$ cat src/logic/ccdc_defines.vh
// Purpose: Shared constants of the charge/discharge counter block
// Assumes: 250 MHz system clock, 4 ns period
// Notes: Byte offsets are the full APB byte addresses
`ifndef CCDC_DEFINES_VH
`define CCDC_DEFINES_VH

// ****************************************************************
// Register offsets
// ****************************************************************
`define CCDC_OFF_MODE      8'h00
`define CCDC_OFF_CLEAR     8'h04
`define CCDC_OFF_OFFSET    8'h08
`define CCDC_OFF_DCHG_CNT  8'h0C
`define CCDC_OFF_CHG_CNT   8'h10
`define CCDC_OFF_SELF_CNT  8'h14
`define CCDC_OFF_DCHG_TIME 8'h18
`define CCDC_OFF_CHG_TIME  8'h1C
`define CCDC_OFF_COMMAND   8'h20

// ****************************************************************
// Field positions
// ****************************************************************
`define CCDC_MODE_REGDIS   0
`define CCDC_MODE_CHG_SLOW 1
`define CCDC_MODE_DCH_SLOW 2
`define CCDC_CLR_DCHG_CNT  0
`define CCDC_CLR_CHG_CNT   1
`define CCDC_CLR_SELF_CNT  2
`define CCDC_CLR_DCHG_TIME 3
`define CCDC_CLR_CHG_TIME  4
`define CCDC_OFS_CAL_OK    20
`define CCDC_OFS_COMP_EN   21
`define CCDC_OFS_DIR_CHG   22
`define CCDC_CMD_SLEEP     0
`define CCDC_CMD_HW_RESET  1
`define CCDC_CMD_FLASH_PGM 2
`define CCDC_CMD_FLASH_RCL 3

// ****************************************************************
// Reset values
// ****************************************************************
`define CCDC_RST_OFFSET    20'h00000
`define CCDC_RST_COUNT     16'h0000

// ****************************************************************
// Timing
// ****************************************************************
`define CCDC_CLK_PERIOD_NS 4
`define CCDC_TICK_TIME_NS  878900000
`define CCDC_STEP_TIME_NS  9760000
`define CCDC_TICK_CYCLES   (`CCDC_TICK_TIME_NS / `CCDC_CLK_PERIOD_NS)
`define CCDC_STEP_CYCLES   (`CCDC_STEP_TIME_NS / `CCDC_CLK_PERIOD_NS)
`define CCDC_SLOW_DIV      256

`endif

$ cat src/logic/ccdc_time_counter.v
// Purpose: One 16-bit activity time counter with rollover slow-down
// Assumes: Ticks are one-cycle enables from the shared divider
// Notes: Clear zeroes both count and slow flag
`timescale 1ns/1ns

module ccdc_time_counter #(
  parameter WIDTH = 16
) (
  input wire i_clk_sys,
  input wire i_rst_n,
  input wire i_tick,
  input wire i_slow_tick,
  input wire i_active,
  input wire i_clear,
  output reg [WIDTH-1:0] o_count,
  output reg o_slow
);

  // Count enable picks the normal or the 1/256 rate
  wire step_en;
  assign step_en = i_active & (o_slow ? i_slow_tick : i_tick);

  // ****************************************************************
  // Counter and rollover flag
  // ****************************************************************
  // Clear has priority so software sees a clean zero after it
  always @(posedge i_clk_sys)
  begin
    if (!i_rst_n)
    begin
      o_count <= {WIDTH{1'b0}};
      o_slow <= 1'b0;
    end
    else if (i_clear)
    begin
      // Also restores the default rate
      o_count <= {WIDTH{1'b0}};
      o_slow <= 1'b0;
    end
    else if (step_en)
    begin
      // Natural wrap past the top value
      o_count <= o_count + {{(WIDTH-1){1'b0}}, 1'b1};
      if (&o_count)
      begin
        o_slow <= 1'b1;
      end
    end
  end

endmodule // ccdc_time_counter

$ cat src/logic/ccdc_top.v
// Purpose: Coulomb counting core with APB register access
// Assumes: VOLTAGE_TO_FREQUENCY_CONVERTER pulses and polarity levels are synchronous to i_clk_sys
// Notes: Calibration and flash engines sit outside; sleep and flash commands leave as pulses, hardware reset stays inside
//
// Decided for this implementation: the APB slave port and the register addresses.
`timescale 1ns/1ns
`include "ccdc_defines.vh"

module ccdc_top #(
  parameter TICK_CYC = `CCDC_TICK_CYCLES,
  parameter STEP_CYC = `CCDC_STEP_CYCLES,
  parameter CW = 16
) (
  input wire i_clk_sys,
  input wire i_rst_n,
  input wire i_psel,
  input wire i_penable,
  input wire i_pwrite,
  input wire [7:0] i_paddr,
  input wire [31:0] i_pwdata,
  output reg [31:0] o_prdata,
  output reg o_pready,
  output reg o_pslverr,
  input wire i_vfc_pulse,
  input wire i_sense_pos,
  input wire i_sense_neg,
  input wire signed [7:0] i_die_temp,
  input wire i_calib_ok,
  output reg o_reg_amp_en,
  output reg o_cmd_sleep,
  output reg o_cmd_flash_pgm,
  output reg o_cmd_flash_rcl
);

  // ****************************************************************
  // Widths of the dividers
  // ****************************************************************
  localparam [31:0] TICK_LAST_W = TICK_CYC - 1;
  localparam [31:0] STEP_LAST_W = STEP_CYC - 1;
  localparam [31:0] SLOW_LAST_W = `CCDC_SLOW_DIV - 1;
  localparam [27:0] TICK_LAST = TICK_LAST_W[27:0];
  localparam [21:0] STEP_LAST = STEP_LAST_W[21:0];
  localparam [7:0] SLOW_LAST = SLOW_LAST_W[7:0];

  // ****************************************************************
  // State declarations
  // ****************************************************************
  reg [27:0] tick_cnt_r; // Base timebase divider
  reg [7:0] slow_cnt_r; // Divides base ticks by 256
  reg tick_r; // Pulse every 0.8789 s
  reg slow_tick_r; // Pulse every 225 s, also hour/16
  reg [7:0] self_acc_r; // Fractional self-discharge accumulator
  reg [CW-1:0] dchg_cnt_r; // Discharge count
  reg [CW-1:0] chg_cnt_r; // Charge count
  reg [CW-1:0] self_cnt_r; // Self-discharge count
  reg regdis_r; // Regulator disable
  reg [4:0] clr_r; // Pending clear bits
  reg [19:0] offset_r; // Flash-shadowed offset value
  reg comp_en_r; // Offset compensation enable
  reg dir_chg_r; // 1 adds to charge, 0 to discharge
  reg [21:0] step_cnt_r; // 9.76 ms step divider
  reg [19:0] ival_cnt_r; // Steps elapsed in current interval
  reg comp_hit_r; // One-cycle compensation count
  reg hw_reset_r; // Register reset command pulse
  reg [31:0] rdata_nxt; // Read mux output
  reg rd_err_nxt; // Unmapped address

  wire [CW-1:0] dchg_time;
  wire [CW-1:0] chg_time;
  wire dchg_slow;
  wire chg_slow;

  // ****************************************************************
  // APB access decode
  // ****************************************************************
  // Access completes on the second penable cycle, pready from a flop
  wire acc_done;
  wire wr_en;
  assign acc_done = i_psel & i_penable & o_pready;
  assign wr_en = acc_done & i_pwrite;

  // Sense polarity; zero voltage means both levels or neither level is set
  wire dischg;
  wire chg;
  assign dischg = i_sense_neg & ~i_sense_pos;
  assign chg = i_sense_pos & ~i_sense_neg;

  // Compensation only counts after a good calibration
  wire comp_run;
  assign comp_run = comp_en_r & i_calib_ok;

  // ****************************************************************
  // Timebase
  // ****************************************************************
  // One divider feeds the time counters and self-discharge so their rates stay locked together
  always @(posedge i_clk_sys)
  begin
    if (!i_rst_n)
    begin
      tick_cnt_r <= 28'h0000000;
      slow_cnt_r <= 8'h00;
      tick_r <= 1'b0;
      slow_tick_r <= 1'b0;
    end
    else
    begin
      tick_r <= 1'b0;
      slow_tick_r <= 1'b0;
      if (tick_cnt_r == TICK_LAST)
      begin
        // Base period of 0.8789 s
        tick_cnt_r <= 28'h0000000;
        tick_r <= 1'b1;
        slow_cnt_r <= slow_cnt_r + 8'h01;
        if (slow_cnt_r == SLOW_LAST)
        begin
          slow_tick_r <= 1'b1;
        end
      end
      else
      begin
        tick_cnt_r <= tick_cnt_r + 28'h0000001;
      end
    end
  end

  // ****************************************************************
  // Time counters
  // ****************************************************************
  // Discharge time runs only while discharging
  ccdc_time_counter #(
    .WIDTH(CW)
  ) u_dchg_time (
    .i_clk_sys(i_clk_sys),
    .i_rst_n(i_rst_n),
    .i_tick(tick_r),
    .i_slow_tick(slow_tick_r),
    .i_active(dischg),
    .i_clear(clr_r[`CCDC_CLR_DCHG_TIME] | hw_reset_r),
    .o_count(dchg_time),
    .o_slow(dchg_slow)
  );

  // Charge time runs only while charging
  ccdc_time_counter #(
    .WIDTH(CW)
  ) u_chg_time (
    .i_clk_sys(i_clk_sys),
    .i_rst_n(i_rst_n),
    .i_tick(tick_r),
    .i_slow_tick(slow_tick_r),
    .i_active(chg),
    .i_clear(clr_r[`CCDC_CLR_CHG_TIME] | hw_reset_r),
    .o_count(chg_time),
    .o_slow(chg_slow)
  );

  // ****************************************************************
  // Self-discharge temperature weight
  // ****************************************************************
  // Weight 16 per hour/16 makes one count an hour at 25C;
  // bands are 10C wide and clamp below 5C and from 55C up
  function [7:0] self_weight;
    input signed [7:0] temp;
    begin
      if (temp >= 8'sd55)
        self_weight = 8'h80;
      else if (temp >= 8'sd45)
        self_weight = 8'h40;
      else if (temp >= 8'sd35)
        self_weight = 8'h20;
      else if (temp >= 8'sd25)
        self_weight = 8'h10;
      else if (temp >= 8'sd15)
        self_weight = 8'h08;
      else if (temp >= 8'sd5)
        self_weight = 8'h04;
      else
        self_weight = 8'h02;
    end
  endfunction

  wire [8:0] self_sum;
  assign self_sum = {1'b0, self_acc_r} + {1'b0, self_weight(i_die_temp)};

  // ****************************************************************
  // Offset compensation timer
  // ****************************************************************
  // A zero offset never fires, which avoids a count every step
  always @(posedge i_clk_sys)
  begin
    if (!i_rst_n)
    begin
      step_cnt_r <= 22'h000000;
      ival_cnt_r <= 20'h00000;
      comp_hit_r <= 1'b0;
    end
    else if (!comp_run || offset_r == 20'h00000)
    begin
      // Idle: restart the interval when enabled again
      step_cnt_r <= 22'h000000;
      ival_cnt_r <= 20'h00000;
      comp_hit_r <= 1'b0;
    end
    else
    begin
      comp_hit_r <= 1'b0;
      if (step_cnt_r == STEP_LAST)
      begin
        // One 9.76 ms step elapsed
        step_cnt_r <= 22'h000000;
        if (ival_cnt_r + 20'h00001 >= offset_r)
        begin
          ival_cnt_r <= 20'h00000;
          comp_hit_r <= 1'b1;
        end
        else
        begin
          ival_cnt_r <= ival_cnt_r + 20'h00001;
        end
      end
      else
      begin
        step_cnt_r <= step_cnt_r + 22'h000001;
      end
    end
  end

  // Per-cycle increments; a VOLTAGE_TO_FREQUENCY_CONVERTER pulse and a compensation count may coincide
  wire [CW-1:0] dchg_inc;
  wire [CW-1:0] chg_inc;
  assign dchg_inc = {{(CW-1){1'b0}}, i_vfc_pulse & dischg}
                  + {{(CW-1){1'b0}}, comp_hit_r & ~dir_chg_r};
  assign chg_inc = {{(CW-1){1'b0}}, i_vfc_pulse & chg}
                 + {{(CW-1){1'b0}}, comp_hit_r & dir_chg_r};

  // ****************************************************************
  // Count registers
  // ****************************************************************
  // Clear wins over counting; all wrap silently
  always @(posedge i_clk_sys)
  begin
    if (!i_rst_n)
    begin
      dchg_cnt_r <= `CCDC_RST_COUNT;
      chg_cnt_r <= `CCDC_RST_COUNT;
      self_cnt_r <= `CCDC_RST_COUNT;
      self_acc_r <= 8'h00;
    end
    else
    begin
      // Discharge count
      if (clr_r[`CCDC_CLR_DCHG_CNT] | hw_reset_r)
        dchg_cnt_r <= `CCDC_RST_COUNT;
      else
        dchg_cnt_r <= dchg_cnt_r + dchg_inc;
      // Charge count
      if (clr_r[`CCDC_CLR_CHG_CNT] | hw_reset_r)
        chg_cnt_r <= `CCDC_RST_COUNT;
      else
        chg_cnt_r <= chg_cnt_r + chg_inc;
      // Self-discharge keeps going at zero current
      if (clr_r[`CCDC_CLR_SELF_CNT] | hw_reset_r)
      begin
        self_cnt_r <= `CCDC_RST_COUNT;
        self_acc_r <= 8'h00;
      end
      else if (slow_tick_r)
      begin
        self_acc_r <= self_sum[7:0];
        if (self_sum[8])
          self_cnt_r <= self_cnt_r + {{(CW-1){1'b0}}, 1'b1};
      end
    end
  end

  // ****************************************************************
  // Control registers and commands
  // ****************************************************************
  // Clear bits: software set wins over the hardware self-clear
  always @(posedge i_clk_sys)
  begin
    if (!i_rst_n)
    begin
      regdis_r <= 1'b0;
      clr_r <= 5'h00;
      offset_r <= `CCDC_RST_OFFSET;
      comp_en_r <= 1'b0;
      dir_chg_r <= 1'b0;
      hw_reset_r <= 1'b0;
      o_cmd_sleep <= 1'b0;
      o_cmd_flash_pgm <= 1'b0;
      o_cmd_flash_rcl <= 1'b0;
      o_reg_amp_en <= 1'b1;
    end
    else
    begin
      // Pending clears act for one cycle, then drop
      clr_r <= 5'h00;
      hw_reset_r <= 1'b0;
      o_cmd_sleep <= 1'b0;
      o_cmd_flash_pgm <= 1'b0;
      o_cmd_flash_rcl <= 1'b0;
      // Amplifier stays on in sleep unless disabled
      o_reg_amp_en <= ~regdis_r;
      if (hw_reset_r)
      begin
        regdis_r <= 1'b0;
      end
      if (wr_en)
      begin
        case (i_paddr)
          `CCDC_OFF_MODE:
            regdis_r <= i_pwdata[`CCDC_MODE_REGDIS];
          `CCDC_OFF_CLEAR:
            clr_r <= i_pwdata[4:0];
          `CCDC_OFF_OFFSET:
          begin
            offset_r <= i_pwdata[19:0];
            comp_en_r <= i_pwdata[`CCDC_OFS_COMP_EN];
            dir_chg_r <= i_pwdata[`CCDC_OFS_DIR_CHG];
          end
          `CCDC_OFF_COMMAND:
          begin
            // Each command bit becomes a one-cycle pulse
            o_cmd_sleep <= i_pwdata[`CCDC_CMD_SLEEP];
            hw_reset_r <= i_pwdata[`CCDC_CMD_HW_RESET];
            o_cmd_flash_pgm <= i_pwdata[`CCDC_CMD_FLASH_PGM];
            o_cmd_flash_rcl <= i_pwdata[`CCDC_CMD_FLASH_RCL];
          end
          default:
          begin
            // Unmapped or read-only: write dropped, error flagged only if unmapped
          end
        endcase
      end
    end
  end

  // ****************************************************************
  // Read mux
  // ****************************************************************
  // Reserved bits read as zero
  always @*
  begin
    rdata_nxt = 32'h00000000;
    rd_err_nxt = 1'b0;
    case (i_paddr)
      `CCDC_OFF_MODE:
        rdata_nxt = {29'h0000000, dchg_slow, chg_slow, regdis_r};
      `CCDC_OFF_CLEAR:
        rdata_nxt = {27'h0000000, clr_r};
      `CCDC_OFF_OFFSET:
        rdata_nxt = {9'h000, dir_chg_r, comp_en_r, i_calib_ok, offset_r};
      `CCDC_OFF_DCHG_CNT:
        rdata_nxt = {16'h0000, dchg_cnt_r};
      `CCDC_OFF_CHG_CNT:
        rdata_nxt = {16'h0000, chg_cnt_r};
      `CCDC_OFF_SELF_CNT:
        rdata_nxt = {16'h0000, self_cnt_r};
      `CCDC_OFF_DCHG_TIME:
        rdata_nxt = {16'h0000, dchg_time};
      `CCDC_OFF_CHG_TIME:
        rdata_nxt = {16'h0000, chg_time};
      `CCDC_OFF_COMMAND:
        rdata_nxt = 32'h00000000;
      default:
        rd_err_nxt = 1'b1;
    endcase
  end

  // ****************************************************************
  // APB response
  // ****************************************************************
  // One wait state keeps every output a flop; data sampled in it
  always @(posedge i_clk_sys)
  begin
    if (!i_rst_n)
    begin
      o_pready <= 1'b0;
      o_pslverr <= 1'b0;
      o_prdata <= 32'h00000000;
    end
    else if (i_psel && i_penable && !o_pready)
    begin
      o_pready <= 1'b1;
      o_pslverr <= rd_err_nxt;
      o_prdata <= i_pwrite ? 32'h00000000 : rdata_nxt;
    end
    else
    begin
      o_pready <= 1'b0;
      o_pslverr <= 1'b0;
      o_prdata <= 32'h00000000;
    end
  end

endmodule // ccdc_top

$ cat config.mk
export PLATFORM = sky130hd
export DESIGN_NAME = ccdc_top
export DESIGN_NICKNAME = d
export VERILOG_FILES = /design/src/logic/ccdc_time_counter.v /design/src/logic/ccdc_top.v
export VERILOG_INCLUDE_DIRS = /design/src /design/src/logic
export SDC_FILE = /design/constraint.sdc
export NUM_CORES = 1
export LEC_CHECK = 0
export BUFFER_PORTS_ARGS = -buffer_cell sky130_fd_sc_hd__buf_2
export CAP_MARGIN = 20
export CELL_PAD_IN_SITES_DETAIL_PLACEMENT = 0
export CELL_PAD_IN_SITES_GLOBAL_PLACEMENT = 1
export CORE_UTILIZATION = 41
export DETAILED_ROUTE_END_ITERATION = 16
export PLACE_DENSITY = 0.84
export SKIP_CTS_REPAIR_TIMING = 1
export SLEW_MARGIN = 40
export SYNTH_ARGS = -nofsm -noshare
export SYNTH_HDL_FRONTEND = slang
export SYNTH_SLANG_ARGS = --single-unit
$ cat constraint.sdc
create_clock -name i_clk_sys -period 3.35 [get_ports i_clk_sys]
set_input_delay 0.8375 -clock i_clk_sys [delete_from_list [all_inputs] [get_ports i_clk_sys]]
set_output_delay 0.8375 -clock i_clk_sys [all_outputs]
set_load 0.01 [all_outputs]
==> impl_metrics.sql <==
INSERT INTO impl_metrics (metric_group, metric, value, unit) VALUES
('run_status', 'outcome', 'finished clean', ''),
('route', 'routed_wirelength', '27.2', 'mm'),
('setup_path', 'regToRegEndpoint', 'ival_cnt_r[14]', ''),
('logic_synthesis', 'synth_top_flop_cell', 'sky130_fd_sc_hd__dfxtp_1', ''),
('power_and_ir_drop', 'power_per_cell_area', '430', 'nW/µm²'),
('cts', 'clkSlewWorstSetupHoldPaths', '0.06', 'ns'),
('route', 'number_of_design_rule_violations_left_after_detail_routing', '0', ''),
('route', 'drt_first_pass_iters', '6', ''),
('setup_path', 'worst_setup_path_end_kind', 'flop', ''),
('die', 'floorplan.die.height', '167', 'µm'),
('cts', 'clock-root-buffer', 'sky130_fd_sc_hd__clkbuf_16', ''),
('route', 'via_count', '9363', ''),
('timing', 'hold_viol_final', '0', ''),
('hold_path', 'timing.hold.worst.start', 'slow_cnt_r[7]', ''),
('timing', 'timing.fmax', '311', 'MHz'),
('setup_path', 'crit_path_frequent_cell', 'sky130_fd_sc_hd__nand3_2', ''),
('cts', 'clk_latency', '0.53', 'ns'),
('logic_synthesis', 'post-synth-top-count-cell', 'sky130_fd_sc_hd__dfxtp_1', ''),
('logic_synthesis', 'synth_top_area_cell', 'sky130_fd_sc_hd__dfxtp_1', ''),
('logic_synthesis', 'syn_area_per_cell', '8.59', 'µm²'),
('timing', 'period_share', '0.958', ''),
('final_layout', 'multiInputGateArea', '6250', 'µm²'),
('place', 'dp_hpwl', '19.7', 'mm'),
('logic_synthesis', 'synth.cell_area', '11200', 'µm²'),
('route', 'wl_per_cell', '15.5', 'µm'),
('route', 'drtAntennaViolNets', '0', ''),
('setup_path', 'rrSetupSlack', '0.14', 'ns'),
('die', 'chipWidth', '167', 'µm'),
('logic_synthesis', 'yosys_register_bits', '228', ''),
('final_layout', 'finalCoreUtilization', '0.484', ''),
('logic_synthesis', 'synth.top_cells.by_count', 'sky130_fd_sc_hd__dfxtp_1, sky130_fd_sc_hd__nor2_1, sky130_fd_sc_hd__nand2_1, sky130_fd_sc_hd__xor2_1, sky130_fd_sc_hd__nand3_1', ''),
('timing', 'slew_viol_final', '0', ''),
('place', 'placed_cells', '1707', ''),
('hold_path', 'hold_class', 'flop to flop', ''),
('place', 'postPlaceCellArea', '12100', 'µm²'),
('die', 'core_area', '26900', 'µm²'),
('cts', 'clock-sinks', '228', ''),
('setup_path', 'worst_r2r_path_depth', '13', ''),
('global_route', 'grt_max_degree', '32', ''),
('setup_path', 'cp_cell_sequence', 'ha_2 -> nand3_2 -> nor3_4 -> buf_4 -> nand3_2 -> xnor2_1 -> ha_1 -> nand4_1 -> or4_4 -> o211ai_4 -> buf_6 -> nor3_2 -> a221o_1', ''),
('die', 'area_of_the_die', '28000', 'µm²'),
('global_route', 'vias_in_the_first_global_route', '8906', ''),
('logic_synthesis', 'synth_edf_count', '0', ''),
('final_layout', 'final-seq-area', '4570', 'µm²'),
('route', 'avgViaCountPerCell', '5.33', ''),
('final_layout', 'drive_above_1_share', '0.148', ''),
('setup_path', 'timing.critical_path.required', '3.75', 'ns'),
('cts', 'tritoncts_clock_tree', 'yes', ''),
('hold_path', 'end_of_the_worst_hold_path', 'slow_tick_r', ''),
('power_and_ir_drop', 'vdd.ir_drop.worst', '0.000359', 'V'),
('place', 'globalplace.congestion', '0.899', ''),
('hold_path', 'worstHoldPathCells', '2', ''),
('die', 'io-pin-count', '95', ''),
('setup_path', 'cp.arrival', '3.61', 'ns'),
('final_layout', 'fillCellCount', '2570', ''),
('logic_synthesis', 'synth_seq_area_share', '0.408', ''),
('final_layout', 'instances_no_fill', '1758', ''),
('logic_synthesis', 'ys_types', '68', ''),
('logic_synthesis', 'async_reset_ff_frac', '0', ''),
('power_and_ir_drop', 'cellLeakagePower', '0.00489', 'µW'),
('timing', 'setup_tns', '0', 'ns'),
('global_route', 'grt_pass1_wl', '44.5', 'mm'),
('timing', 'final.min_clock_period', '3.21', 'ns'),
('place', 'placement.io_buffers', '75', ''),
('setup_path', 'timing_worst_setup_path_type', 'flop to flop', ''),
('setup_path', 'crit_fanout', '5', ''),
('setup_path', 'cp_slowest_cell', 'sky130_fd_sc_hd__or4_4', ''),
('power_and_ir_drop', 'total_power_consumption_of_the_routed_design', '5600', 'µW'),
('logic_synthesis', 'yosys_warnings', '0', ''),
('global_route', 'total_overflow_reported_by_the_global_router', '0', ''),
('logic_synthesis', 'synth.top_cell.area_share', '0.408', '');
==> logic make-up after synthesis <==
family,Yosys count,synth area share
AOI/OAI and AO/OA,205,0.126
xor gates and xnor gates,117,0.0915
adders and majority gates,39,0.0456
buffers and inverters,108,0.0436
DFF,228,0.408
muxes,19,0.0218
other,1,0.000335
and+or+nand+nor,586,0.264
==> state kept, by name, indices dropped and copies added (netlist names), 5 cells and up <==
name and cells:
tick_cnt_r 28, o_prdata 23, step_cnt_r 22, ival_cnt_r 20
offset_r 20, chg_cnt_r 16, dchg_cnt_r 16, self_cnt_r 16
u_chg_time.o_count 16, u_dchg_time.o_count 16, slow_cnt_r 8, self_acc_r 7
clr_r 5
==> routing by layer <==
metal,share of wire,vias up,track usage
li1,-,4725,-
met1,0.47,4391,0.264
met2,0.45,206,0.320
met3,0.055,41,0.0272
met4,0.022,0,0.0531
met5,0,-,0
==> cells in the final DEF (no fill, tap or decap), types with 8 or more instances in the layout <==
master / synthesis / layout
sky130_fd_sc_hd__nand4_1: 33 / 33
sky130_fd_sc_hd__ha_1: 36 / 35
sky130_fd_sc_hd__nor3_2: 7 / 8
sky130_fd_sc_hd__or3_1: 19 / 19
sky130_fd_sc_hd__a21boi_1: 18 / 18
sky130_fd_sc_hd__clkbuf_16: 0 / 27
sky130_fd_sc_hd__buf_2: 9 / 75
sky130_fd_sc_hd__and2_1: 27 / 27
sky130_fd_sc_hd__nor2b_1: 14 / 14
sky130_fd_sc_hd__nor4_1: 9 / 9
sky130_fd_sc_hd__a21oi_1: 49 / 49
sky130_fd_sc_hd__o21ai_0: 28 / 28
sky130_fd_sc_hd__and4_1: 11 / 11
sky130_fd_sc_hd__xnor2_1: 51 / 51
sky130_fd_sc_hd__buf_4: 9 / 44
sky130_fd_sc_hd__mux2i_1: 12 / 12
sky130_fd_sc_hd__a21o_1: 8 / 8
sky130_fd_sc_hd__and3_1: 24 / 24
sky130_fd_sc_hd__xor2_1: 66 / 66
sky130_fd_sc_hd__nor2_1: 161 / 161
sky130_fd_sc_hd__a22oi_1: 27 / 27
sky130_fd_sc_hd__a31oi_1: 11 / 11
sky130_fd_sc_hd__conb_1: 1 / 9
sky130_fd_sc_hd__inv_1: 43 / 43
sky130_fd_sc_hd__nand3_1: 64 / 57
sky130_fd_sc_hd__nand2_1: 143 / 142
sky130_fd_sc_hd__o31ai_1: 12 / 12
sky130_fd_sc_hd__a22o_1: 15 / 15
sky130_fd_sc_hd__or4_1: 15 / 14
sky130_fd_sc_hd__nand2b_1: 10 / 10
sky130_fd_sc_hd__dfxtp_1: 228 / 224
sky130_fd_sc_hd__nor3_1: 23 / 21
==> final cells by class <==
type	instances	share of cell area
multi-input combinational	975	0.480
sequential	228	0.351
clock buffer	40	0.0610
timing repair buffer	125	0.0601
tap	341	0.0328
inverter	43	0.0124
clock inverter	5	0.00211
antenna	1	0.000192
==> worst max path at each step <==
stage / startpoint / end / cells past startpoint
floorplan: ival_cnt_r[4] / ival_cnt_r[16] / 12
global placement: i_die_temp[6] / self_cnt_r[15] / 14
detailed placement: i_die_temp[6] / self_cnt_r[10] / 14
CTS: ival_cnt_r[0] / ival_cnt_r[14] / 12
global route: ival_cnt_r[0] / ival_cnt_r[14] / 11
finish: ival_cnt_r[0] / ival_cnt_r[14] / 13
==> metrics by stage <==
stage,setup slack [ns],hold WS [ns]
floorplan,0.00295,0.370
global placement,-0.0369,0.439
detailed placement,-0.0419,0.443
CTS,0.0154,0.450
global route,-0.00389,0.492
finish,0.139,0.445
==> report_power, final <==
part           internal, µW  leakage, µW  switching [µW]
clock network          1620     0.000406            1110
logic                  57.1      0.00265             100
registers              2720      0.00184            3.98
==> worst max-delay path: cells and delay by family (launching register included) <==
| family | cells | cell delay, ns |
|---|---|---|
| AND/OR/NAND/NOR | 6 | 1.15 |
| AO/OA/AOI/OAI | 2 | 0.57 |
| adder cells (fa/ha/maj) | 2 | 0.48 |
| flip-flops | 1 | 0.37 |
| buffers and inverters | 2 | 0.36 |
| XOR/XNOR | 1 | 0.15 |
Note: power is estimated with default switching activity, not from simulation.
